===== src/lcd_cmd_cfg.svh =====
/*
 Opcodes, field positions, reset values and timing counts for the LCD driver
 command decoder. Assumes a single 25 MHz clock (40 ns period).
*/
// Function
// - Initialize opcode resets every command setting to its default.
// - Host port stays usable after initialize; next command accepted at once. The code ignores setting commands for the 2 cycles of ST_INIT.
// - Initialize reset completes within 100 ns of taking effect.
// - Reload calibration at power-on, any reset, initialize and reload opcode.
// - Upper bits 110011 are oscillator control; bit1 clock out, bit0 source.
// - Clock pin released unless clock-output enable set, then drives internal clock. The code also releases it while source select is 1.
// - Source select 0 uses internal oscillator, 1 uses clock pin as input.
// - Pump enabled starts internal oscillator to clock the pump.
// - Frame timing is derived from the selected clock.
// - Upper bits 110000 are pump control; bit1 enables internal generation.
// - Pump bit0 selects multiplier: 0 doubles, 1 triples drive supply.
// - Display enable 0011100x; 0 grounds outputs, 1 drives display.
// - Upper bits 110010 temperature control; compensation bit1, measure bit0; default 1.
// - Upper bits 00000 select multiplex mode from a three-bit field.
`ifndef LCD_CMD_CFG_SVH
`define LCD_CMD_CFG_SVH
`define OP_INIT 8'h3A
`define OP_CAL_RELOAD 8'hD0
`define OP_OSC_HI 6'h33
`define OP_PUMP_HI 6'h30
`define OP_TEMP_HI 6'h32
`define OP_DISP_HI 7'h1C
`define OP_MUX_HI 5'h00
`define DEF_MUX_MODE 3'h6
`define INIT_TIME_NS 100
`define CLK_PERIOD_NS 40
`define INIT_CYCLES ((`INIT_TIME_NS) / (`CLK_PERIOD_NS))
`define CAL_CYCLES 8'h10
`endif


===== src/lcd_cmd_pkg.sv =====
/*
 Types shared by the LCD driver command decoder.
 Assumes the cfg header for all numeric constants.
*/
package lcd_cmd_pkg;
    typedef struct packed {
        logic clk_pin_out_enable;
        logic osc_source_select;
        logic pump_enable;
        logic pump_multiplier_select;
        logic temp_comp_enable;
        logic temp_measure_enable;
        logic display_enable;
        logic [2:0] mux_mode;
    } settings_t;
    typedef enum logic [1:0] {ST_IDLE, ST_INIT, ST_CAL} ctl_state_t;
endpackage


===== src/lcd_driver_command_decoder.sv =====
/*
 Command decoder of a multiplexed LCD driver: takes received bytes from the
 serial host port, holds the command settings, sequences chip reset and
 calibration reload, and steers the clock pin. Assumes the serial port hands
 over whole bytes as one-cycle strobes on ref_clk; the reset pin arrives async.
*/
`timescale 1ns/10ps
`include "lcd_cmd_cfg.svh"
module lcd_driver_command_decoder
    import lcd_cmd_pkg::*;
#(
    parameter int CAL_LEN = 16
) (
    // Clock and reset
    input wire logic ref_clk,
    input wire logic nrst,
    // Received bytes
    input wire logic byte_valid,
    input wire logic byte_kind_select,
    input wire logic [7:0] byte_data,
    // Clock pin (three signals)
    input wire logic clk_pin_i,
    output logic clk_pin_o,
    output logic clk_pin_oe,
    // Internal oscillator
    input wire logic int_osc,
    // Status and control outputs
    output settings_t settings,
    output logic ram_data_valid,
    output logic [7:0] ram_data,
    output logic chip_reset_busy,
    output logic cal_reload_busy,
    output logic int_osc_run,
    output logic sel_clk,
    output logic outputs_grounded
);
    localparam settings_t DEFAULTS = '{1'b0, 1'b0, 1'b0, 1'b0, 1'b1, 1'b1, 1'b0,
                                       `DEF_MUX_MODE};
    localparam int INIT_N = (`INIT_CYCLES < 1) ? 1 : `INIT_CYCLES;

    settings_t set_q;
    ctl_state_t st_q;
    logic [7:0] cnt_q;
    logic rst_s1_q, rst_s2_q;
    logic ext_s1_q, ext_s2_q;
    logic osc_s1_q, osc_s2_q;
    logic cmd_stb;
    logic is_init, is_cal;

    // Six-bit opcode groups are matched in several places
    function automatic logic hi6_is(input logic [7:0] b, input logic [5:0] op);
        return b[7:2] == op;
    endfunction

    // Reset pin and clock pin both come from outside ref_clk
    always_ff @(posedge ref_clk) begin
        rst_s1_q <= nrst;
        rst_s2_q <= rst_s1_q;
        ext_s1_q <= clk_pin_i;
        ext_s2_q <= ext_s1_q;
        osc_s1_q <= int_osc;
        osc_s2_q <= osc_s1_q;
    end

    assign cmd_stb = byte_valid && !byte_kind_select;
    assign is_init = cmd_stb && (byte_data == `OP_INIT);
    assign is_cal = cmd_stb && (byte_data == `OP_CAL_RELOAD);

    // Settings; initialize and the reset pin restore the same defaults
    always_ff @(posedge ref_clk) begin
        if (!nrst || !rst_s2_q) begin
            set_q <= DEFAULTS;
        end else if (is_init) begin
            set_q <= DEFAULTS;
        end else if (cmd_stb && st_q != ST_INIT) begin
            if (hi6_is(byte_data, `OP_OSC_HI)) begin
                set_q.clk_pin_out_enable <= byte_data[1];
                set_q.osc_source_select <= byte_data[0];
            end else if (hi6_is(byte_data, `OP_PUMP_HI)) begin
                set_q.pump_enable <= byte_data[1];
                set_q.pump_multiplier_select <= byte_data[0];
            end else if (hi6_is(byte_data, `OP_TEMP_HI)) begin
                set_q.temp_comp_enable <= byte_data[1];
                set_q.temp_measure_enable <= byte_data[0];
            end else if (byte_data[7:1] == `OP_DISP_HI) begin
                set_q.display_enable <= byte_data[0];
            end else if (byte_data[7:3] == `OP_MUX_HI) begin
                set_q.mux_mode <= byte_data[2:0];
            end
        end
    end

    // Reset and reload sequencer; setting commands are ignored while in ST_INIT
    always_ff @(posedge ref_clk) begin
        if (!nrst || !rst_s2_q) begin
            st_q <= ST_CAL;
            cnt_q <= `CAL_CYCLES;
        end else if (is_init) begin
            st_q <= ST_INIT;
            cnt_q <= 8'(INIT_N);
        end else if (is_cal) begin
            st_q <= ST_CAL;
            cnt_q <= 8'(CAL_LEN);
        end else begin
            case (st_q)
                ST_INIT: begin
                    if (cnt_q <= 8'h01) begin
                        st_q <= ST_CAL;
                        cnt_q <= 8'(CAL_LEN);
                    end else begin
                        cnt_q <= cnt_q - 8'h01;
                    end
                end
                ST_CAL: begin
                    if (cnt_q <= 8'h01) begin
                        st_q <= ST_IDLE;
                        cnt_q <= 8'h00;
                    end else begin
                        cnt_q <= cnt_q - 8'h01;
                    end
                end
                default: begin
                    st_q <= ST_IDLE;
                    cnt_q <= 8'h00;
                end
            endcase
        end
    end

    // RAM data path registers data bytes, one cycle after their strobe
    always_ff @(posedge ref_clk) begin
        if (!nrst) begin
            ram_data_valid <= 1'b0;
            ram_data <= 8'h00;
        end else begin
            ram_data_valid <= byte_valid && byte_kind_select;
            // Only a valid data byte may load, idle bus levels are not data
            ram_data <= (byte_valid && byte_kind_select) ? byte_data : ram_data;
        end
    end

    // Clock selection; frame timing downstream counts edges of sel_clk
    always_ff @(posedge ref_clk) begin
        if (!nrst) begin
            sel_clk <= 1'b0;
            clk_pin_o <= 1'b0;
            clk_pin_oe <= 1'b0;
        end else begin
            sel_clk <= set_q.osc_source_select ? ext_s2_q : osc_s2_q;
            clk_pin_o <= osc_s2_q;
            clk_pin_oe <= set_q.clk_pin_out_enable && !set_q.osc_source_select;
        end
    end

    assign settings = set_q;
    assign chip_reset_busy = (st_q == ST_INIT);
    assign cal_reload_busy = (st_q == ST_CAL);
    assign int_osc_run = !set_q.osc_source_select || set_q.pump_enable;
    assign outputs_grounded = !set_q.display_enable;

    property p_init_defaults;
        @(posedge ref_clk) disable iff (!nrst)
        is_init |=> (set_q == DEFAULTS);
    endproperty
    a_init_defaults: assert property (p_init_defaults) else $error("init no defaults");

    property p_init_short;
        @(posedge ref_clk) disable iff (!nrst)
        is_init |=> ##[0:3] !chip_reset_busy;
    endproperty
    a_init_short: assert property (p_init_short) else $error("init reset too long");

    property p_init_then_cal;
        @(posedge ref_clk) disable iff (!nrst)
        $fell(chip_reset_busy) && !is_init |-> cal_reload_busy;
    endproperty
    a_init_then_cal: assert property (p_init_then_cal) else $error("no reload after init");

    property p_osc_cmd;
        @(posedge ref_clk) disable iff (!nrst)
        cmd_stb && !is_init && byte_data[7:2] == `OP_OSC_HI && !chip_reset_busy
        |=> set_q.clk_pin_out_enable == $past(byte_data[1])
            && set_q.osc_source_select == $past(byte_data[0]);
    endproperty
    a_osc_cmd: assert property (p_osc_cmd) else $error("osc control wrong");

    property p_pin_release;
        @(posedge ref_clk) disable iff (!nrst)
        !set_q.clk_pin_out_enable |=> !clk_pin_oe;
    endproperty
    a_pin_release: assert property (p_pin_release) else $error("clk pin driven");

    property p_pump_osc;
        @(posedge ref_clk) disable iff (!nrst)
        set_q.pump_enable |-> int_osc_run;
    endproperty
    a_pump_osc: assert property (p_pump_osc) else $error("pump without osc");

    property p_pump_cmd;
        @(posedge ref_clk) disable iff (!nrst)
        cmd_stb && !is_init && byte_data[7:2] == `OP_PUMP_HI && !chip_reset_busy
        |=> set_q.pump_enable == $past(byte_data[1])
            && set_q.pump_multiplier_select == $past(byte_data[0]);
    endproperty
    a_pump_cmd: assert property (p_pump_cmd) else $error("pump control wrong");

    property p_data_kind;
        @(posedge ref_clk) disable iff (!nrst)
        byte_valid && byte_kind_select |=> ram_data_valid && $stable(set_q);
    endproperty
    a_data_kind: assert property (p_data_kind) else $error("data byte misused");

    property p_disp;
        @(posedge ref_clk) disable iff (!nrst)
        !set_q.display_enable |-> outputs_grounded;
    endproperty
    a_disp: assert property (p_disp) else $error("display not grounded");

    property p_disp_cmd;
        @(posedge ref_clk) disable iff (!nrst)
        cmd_stb && rst_s2_q && !chip_reset_busy && byte_data[7:1] == `OP_DISP_HI
        |=> set_q.display_enable == $past(byte_data[0]);
    endproperty
    a_disp_cmd: assert property (p_disp_cmd) else $error("display enable wrong");

    property p_temp_cmd;
        @(posedge ref_clk) disable iff (!nrst)
        cmd_stb && rst_s2_q && !chip_reset_busy && byte_data[7:2] == `OP_TEMP_HI
        |=> set_q.temp_comp_enable == $past(byte_data[1])
            && set_q.temp_measure_enable == $past(byte_data[0]);
    endproperty
    a_temp_cmd: assert property (p_temp_cmd) else $error("temp control wrong");

    property p_mux_cmd;
        @(posedge ref_clk) disable iff (!nrst)
        cmd_stb && rst_s2_q && !chip_reset_busy && byte_data[7:3] == `OP_MUX_HI
        |=> set_q.mux_mode == $past(byte_data[2:0]);
    endproperty
    a_mux_cmd: assert property (p_mux_cmd) else $error("mux mode wrong");

    property p_cal_cmd;
        @(posedge ref_clk) disable iff (!nrst)
        is_cal && rst_s2_q |=> cal_reload_busy;
    endproperty
    a_cal_cmd: assert property (p_cal_cmd) else $error("no reload on command");

    property p_sync_reset;
        @(posedge ref_clk) disable iff (!nrst)
        !rst_s2_q |=> (set_q == DEFAULTS) && cal_reload_busy;
    endproperty
    a_sync_reset: assert property (p_sync_reset) else $error("reset no defaults");

    property p_oe_ext;
        @(posedge ref_clk) disable iff (!nrst)
        set_q.osc_source_select |=> !clk_pin_oe;
    endproperty
    a_oe_ext: assert property (p_oe_ext) else $error("clk pin driven as input");

    property p_oe_drive;
        @(posedge ref_clk) disable iff (!nrst)
        set_q.clk_pin_out_enable && !set_q.osc_source_select |=> clk_pin_oe;
    endproperty
    a_oe_drive: assert property (p_oe_drive) else $error("clk pin not driven");

    property p_pin_follow;
        @(posedge ref_clk) disable iff (!nrst)
        clk_pin_oe && $past(nrst) |-> clk_pin_o == $past(osc_s2_q);
    endproperty
    a_pin_follow: assert property (p_pin_follow) else $error("clk pin not internal");

    // Selected clock sample trails the chosen synchronised source by one edge
    property p_sel_src;
        @(posedge ref_clk) disable iff (!nrst)
        $past(nrst) |-> sel_clk == $past(set_q.osc_source_select ? ext_s2_q : osc_s2_q);
    endproperty
    a_sel_src: assert property (p_sel_src) else $error("wrong clock selected");

    property p_ram_data;
        @(posedge ref_clk) disable iff (!nrst)
        byte_valid && byte_kind_select |=> ram_data == $past(byte_data);
    endproperty
    a_ram_data: assert property (p_ram_data) else $error("ram byte wrong");

    property p_cmd_not_ram;
        @(posedge ref_clk) disable iff (!nrst)
        cmd_stb |=> !ram_data_valid;
    endproperty
    a_cmd_not_ram: assert property (p_cmd_not_ram) else $error("command seen as data");

    property p_ram_hold;
        @(posedge ref_clk) disable iff (!nrst)
        !byte_valid |=> $stable(ram_data);
    endproperty
    a_ram_hold: assert property (p_ram_hold) else $error("ram byte changed idle");

    property p_init_refuse;
        @(posedge ref_clk) disable iff (!nrst)
        chip_reset_busy && cmd_stb && !is_init && rst_s2_q |=> $stable(set_q);
    endproperty
    a_init_refuse: assert property (p_init_refuse) else $error("command during init");

    property p_init_busy;
        @(posedge ref_clk) disable iff (!nrst)
        is_init && rst_s2_q |=> chip_reset_busy;
    endproperty
    a_init_busy: assert property (p_init_busy) else $error("init reset not started");

    // Internal source must keep the oscillator running
    property p_int_src_run;
        @(posedge ref_clk) disable iff (!nrst)
        !set_q.osc_source_select |-> int_osc_run;
    endproperty
    a_int_src_run: assert property (p_int_src_run) else $error("internal osc stopped");
endmodule


===== config.mk =====
export PLATFORM = sky130hd
export DESIGN_NAME = lcd_driver_command_decoder
export DESIGN_NICKNAME = d
export VERILOG_FILES = /design/src/lcd_cmd_pkg.sv /design/src/lcd_driver_command_decoder.sv
export VERILOG_INCLUDE_DIRS = /design/src /design/src/src
export SDC_FILE = /design/constraint.sdc
export NUM_CORES = 1
export LEC_CHECK = 0
export BUFFER_PORTS_ARGS = -buffer_cell sky130_fd_sc_hd__buf_2
export CAP_MARGIN = 20
export CORE_MARGIN = 2
export CORE_UTILIZATION = 25
export CTS_CLUSTER_DIAMETER = 150
export DETAILED_ROUTE_END_ITERATION = 8
export PLACE_DENSITY = 0.45
export SLEW_MARGIN = 10
export SYNTH_ARGS = -nofsm -noshare
export SYNTH_HDL_FRONTEND = slang
export SYNTH_SLANG_ARGS = --single-unit

===== constraint.sdc =====
create_clock -name ref_clk -period 2.58 [get_ports ref_clk]
set_input_delay 0.258 -clock ref_clk [delete_from_list [all_inputs] [get_ports ref_clk]]
set_output_delay 0.258 -clock ref_clk [all_outputs]
set_load 0.03 [all_outputs]

==> results.json <==
{
  "final_nets": 220,
  "floorplan.die.width_um": 82.0,
  "post_synth.cell_area_avg_sq_um": 9.50,
  "dpl.hpwl_um": 2500,
  "largest_net_degree_at_the_start_of_global_routing": 17,
  "comb_power_share_pct": 13.1,
  "areaGrowthSynthToFinish_pct": 27.4,
  "rsz0062_at_grt": "false",
  "grt_antenna_before_repair": 0,
  "synth-warning-count": 0,
  "cts.repair.resized": 0,
  "clk_pin_slew_ns": 0.08,
  "hold_class": "in -> reg",
  "viasPerCell": 4.36,
  "drv_slew": 0,
  "peakVddDrop_v": 0.000280,
  "report.final.setup_viol": 0,
  "leakagePower_uw": 0.000868,
  "cts_tree": "yes",
  "io_buffer_count": 39,
  "htree_levels": 2,
  "design.core.area_sq_um": 5890,
  "cap_violations": 0,
  "most-common-layout-cells": "sky130_fd_sc_hd__buf_2 (39), sky130_fd_sc_hd__dfxtp_1 (38), sky130_fd_sc_hd__nor2_1 (17), sky130_fd_sc_hd__nand2_1 (16), sky130_fd_sc_hd__nand3_1 (14)",
  "drive_above_1_share_pct": 25.1,
  "r2r.worst_path.cells": 6,
  "netlist_instances": 160,
  "post-route-period-util_pct": 74.1,
  "bufs_on_longest_clock_path": 2,
  "setup.reg_to_reg.worst_slack_ns": 0.67,
  "synth_seq_cells": 38,
  "detail_route.first_pass.iterations": 4,
  "cts_buffers": 5,
  "gp_congestion": 0.710,
  "grt_first_pass_wirelength_um": 5680,
  "share_clk_of_total_power_pct": 42.8,
  "synth_largest_area_cell": "sky130_fd_sc_hd__dfxtp_1",
  "cts.root.buffer_cell": "sky130_fd_sc_hd__clkbuf_8",
  "finClkSkew_ns": 0.00730,
  "yosysTopAreaCellShare_pct": 50.0,
  "cts_hold_repair.buffers": 0,
  "drt_iter0_drc": 81,
  "multi_input_area_sq_um": 718,
  "crit_fanout": 6,
  "io_pins": 40,
  "place_area_sq_um": 1790,
  "crit_path_end": "cnt_q[3]",
  "syn_area_sq_um": 1520,
  "fmaxAchievable_ghz": 0.523,
  "power_density_relative_to_cell_area_nw_per_um2": 747,
  "r2r-end": "cnt_q[3]",
  "cp.required_ns": 2.79,
  "timing.rr.start": "cnt_q[0]",
  "worst_setup_path_start_kind": "flop",
  "global_route_total_usage_across_every_layer_pct": 10.9,
  "ys_top_cells_by_area": "sky130_fd_sc_hd__dfxtp_1 (50%), sky130_fd_sc_hd__mux2i_1 (7.2%), sky130_fd_sc_hd__nand3_1 (4.6%)",
  "regArea_sq_um": 761,
  "crit_path_start": "cnt_q[0]",
  "synth_fp_nets": 178,
  "first_global_vias": 1164,
  "wl_per_cell_um": 12.0,
  "die_extent_in_y_um": 82.0,
  "sequential_share_of_the_synthesized_area_pct": 50.0,
  "row_count": 28,
  "hold-worst-slack_ns": 0.0686,
  "clock_latency_reported_for_the_late_side_of_the_worst_skew_pair_ns": 0.28,
  "route.final.wire_length_um": 3340,
  "cts_sinks": 38,
  "post-cts-setup-buffer-count": 0,
  "die_area_sq_um": 6720,
  "initial_core_util_pct": 25.8,
  "antenna-diode-count": 0,
  "p_switching_uw": 338,
  "cp-end-kind": "flop",
  "finalHoldViolations": 0,
  "setup.worst_path.class": "reg -> reg",
  "mostFrequentLayoutCell": "sky130_fd_sc_hd__buf_2",
  "route.detailed.drc": 0,
  "synthDistinctLibCells": 31,
  "cp.arrival_ns": 2.12,
  "postRouteAntennaNets": 0,
  "num-fill-cells": 654,
  "status": "complete, no violations",
  "finalInstanceArea_sq_um": 1940,
  "vias": 1213,
  "worst-slew-pin-transition_ns": 0.643,
  "internal_power_uw": 1110,
  "swShare_pct": 23.4,
  "fin_tns_setup_ns": 0,
  "final.min_clock_period_ns": 1.91,
  "worst_slew_margin_rel_pct": 56.8,
  "seqPwrFrac_pct": 44.1,
  "overflow": 0
}
[per-stage QoR]
step / instances / setup WS, ns / util [%] / power, uW
2_1_floorplan: 160 / 0.879 / - / 788
3_3_place_gp: 270 / 0.733 / 30.5 / 844
3_5_place_dp: 270 / 0.708 / 30.5 / 842
4_1_cts: 278 / 0.678 / 32.9 / 1470
5_1_grt: 278 / 0.495 / 32.9 / 1520
6_report: 278 / 0.669 / 32.9 / 1450
[layout make-up]
class                   instances  share of cell area [%]
clock inverters                 2                    3.10
inverters                       7                    1.36
clock buffers                   6                    4.26
well taps                      75                    4.84
multi-input cells             111                    37.1
flip-flops and latches         38                    39.3
repair buffers                 39                    10.1
[cells in the mapped netlist]
library cell               number
sky130_fd_sc_hd__dfxtp_1       38
sky130_fd_sc_hd__nor2_1        17
sky130_fd_sc_hd__nand2_1       16
sky130_fd_sc_hd__nand3_1       14
sky130_fd_sc_hd__mux2i_1       11
sky130_fd_sc_hd__a21boi_0       8
sky130_fd_sc_hd__inv_1          7
sky130_fd_sc_hd__clkbuf_1       4
sky130_fd_sc_hd__ha_1           4
sky130_fd_sc_hd__nand4_1        4
sky130_fd_sc_hd__nor3b_1        4
sky130_fd_sc_hd__a21oi_1        3
sky130_fd_sc_hd__and3_1         3
sky130_fd_sc_hd__xor2_1         3
sky130_fd_sc_hd__a31oi_1        2
sky130_fd_sc_hd__a41oi_1        2
sky130_fd_sc_hd__nand4b_1       2
sky130_fd_sc_hd__nor2b_1        2
sky130_fd_sc_hd__nor4bb_1       2
sky130_fd_sc_hd__or4_4          2
sky130_fd_sc_hd__xnor2_1        2
sky130_fd_sc_hd__a21o_1         1
sky130_fd_sc_hd__and2_1         1
sky130_fd_sc_hd__nand2b_1       1
sky130_fd_sc_hd__nor2_2         1
sky130_fd_sc_hd__nor3_1         1
sky130_fd_sc_hd__nor4_1         1
sky130_fd_sc_hd__o221ai_1       1
sky130_fd_sc_hd__o311ai_0       1
sky130_fd_sc_hd__o31ai_1        1
sky130_fd_sc_hd__or2_2          1
[critical path, stage by stage (launching register included)]
cell and delay (ns):
sky130_fd_sc_hd__dfxtp_1 0.40, sky130_fd_sc_hd__inv_1 0.06, sky130_fd_sc_hd__ha_1 0.24, sky130_fd_sc_hd__or2_2 0.31, sky130_fd_sc_hd__a31oi_1 0.28, sky130_fd_sc_hd__nand4_1 0.34
sky130_fd_sc_hd__a21oi_1 0.21
[worst min-delay path by stage]
| stage | to | start | slack (ns) | cells past startpoint |
|---|---|---|---|---|
| final | ext_s1_q | clk_pin_i | 0.07 | 1 |
| after global routing | ext_s1_q | clk_pin_i | 0.05 | 1 |
| after CTS | ext_s1_q | clk_pin_i | 0.05 | 1 |
| after detailed placement | ext_s2_q | ext_s1_q | 0.31 | 0 |
| after global placement | rst_s2_q | rst_s1_q | 0.31 | 0 |
| after floorplan | ext_s1_q | clk_pin_i | 0.29 | 0 |
[layer usage]
layer | wire length [um] | share of wire, % | global-route usage, % | up-vias
met5 | 0 | 0 | 0 | -
met4 | 13 | 0.39 | 3.50 | 0
met3 | 178 | 5.3 | 3.63 | 2
met2 | 1420 | 43 | 15.9 | 25
met1 | 1730 | 52 | 15.2 | 543
li1 | - | - | - | 643
[logic make-up (layout without fill, tap and decap cells)]
family,Yosys count,after routing,share of synthesized area [%]
xor+xnor,5,5,2.88
compound gates,19,19,9.05
mux,11,11,7.24
buf+inv,11,54,2.72
fa+ha+maj,4,4,3.29
simple gates,72,72,24.8
flops,38,38,50.0
[state kept, by name (all words and copies together) (netlist names)]
name	cells
clk_pin_o	1
clk_pin_oe	1
cnt_q	8
ext_s1_q	1
ext_s2_q	1
osc_s1_q	1
osc_s2_q	1
ram_data	8
ram_data_valid	1
rst_s1_q	1
rst_s2_q	1
sel_clk	1
settings	10
st_q	2
[power by group through the flow]
stage	Combinational (uW)	Sequential [uW]	Clock [uW]
2_1_floorplan	126	663	0
3_3_place_gp	193	651	0
3_5_place_dp	191	652	0
4_1_cts	192	638	641
5_1_grt	213	642	662
6_report	190	638	619
Note: power is estimated with default switching activity, not from simulation.
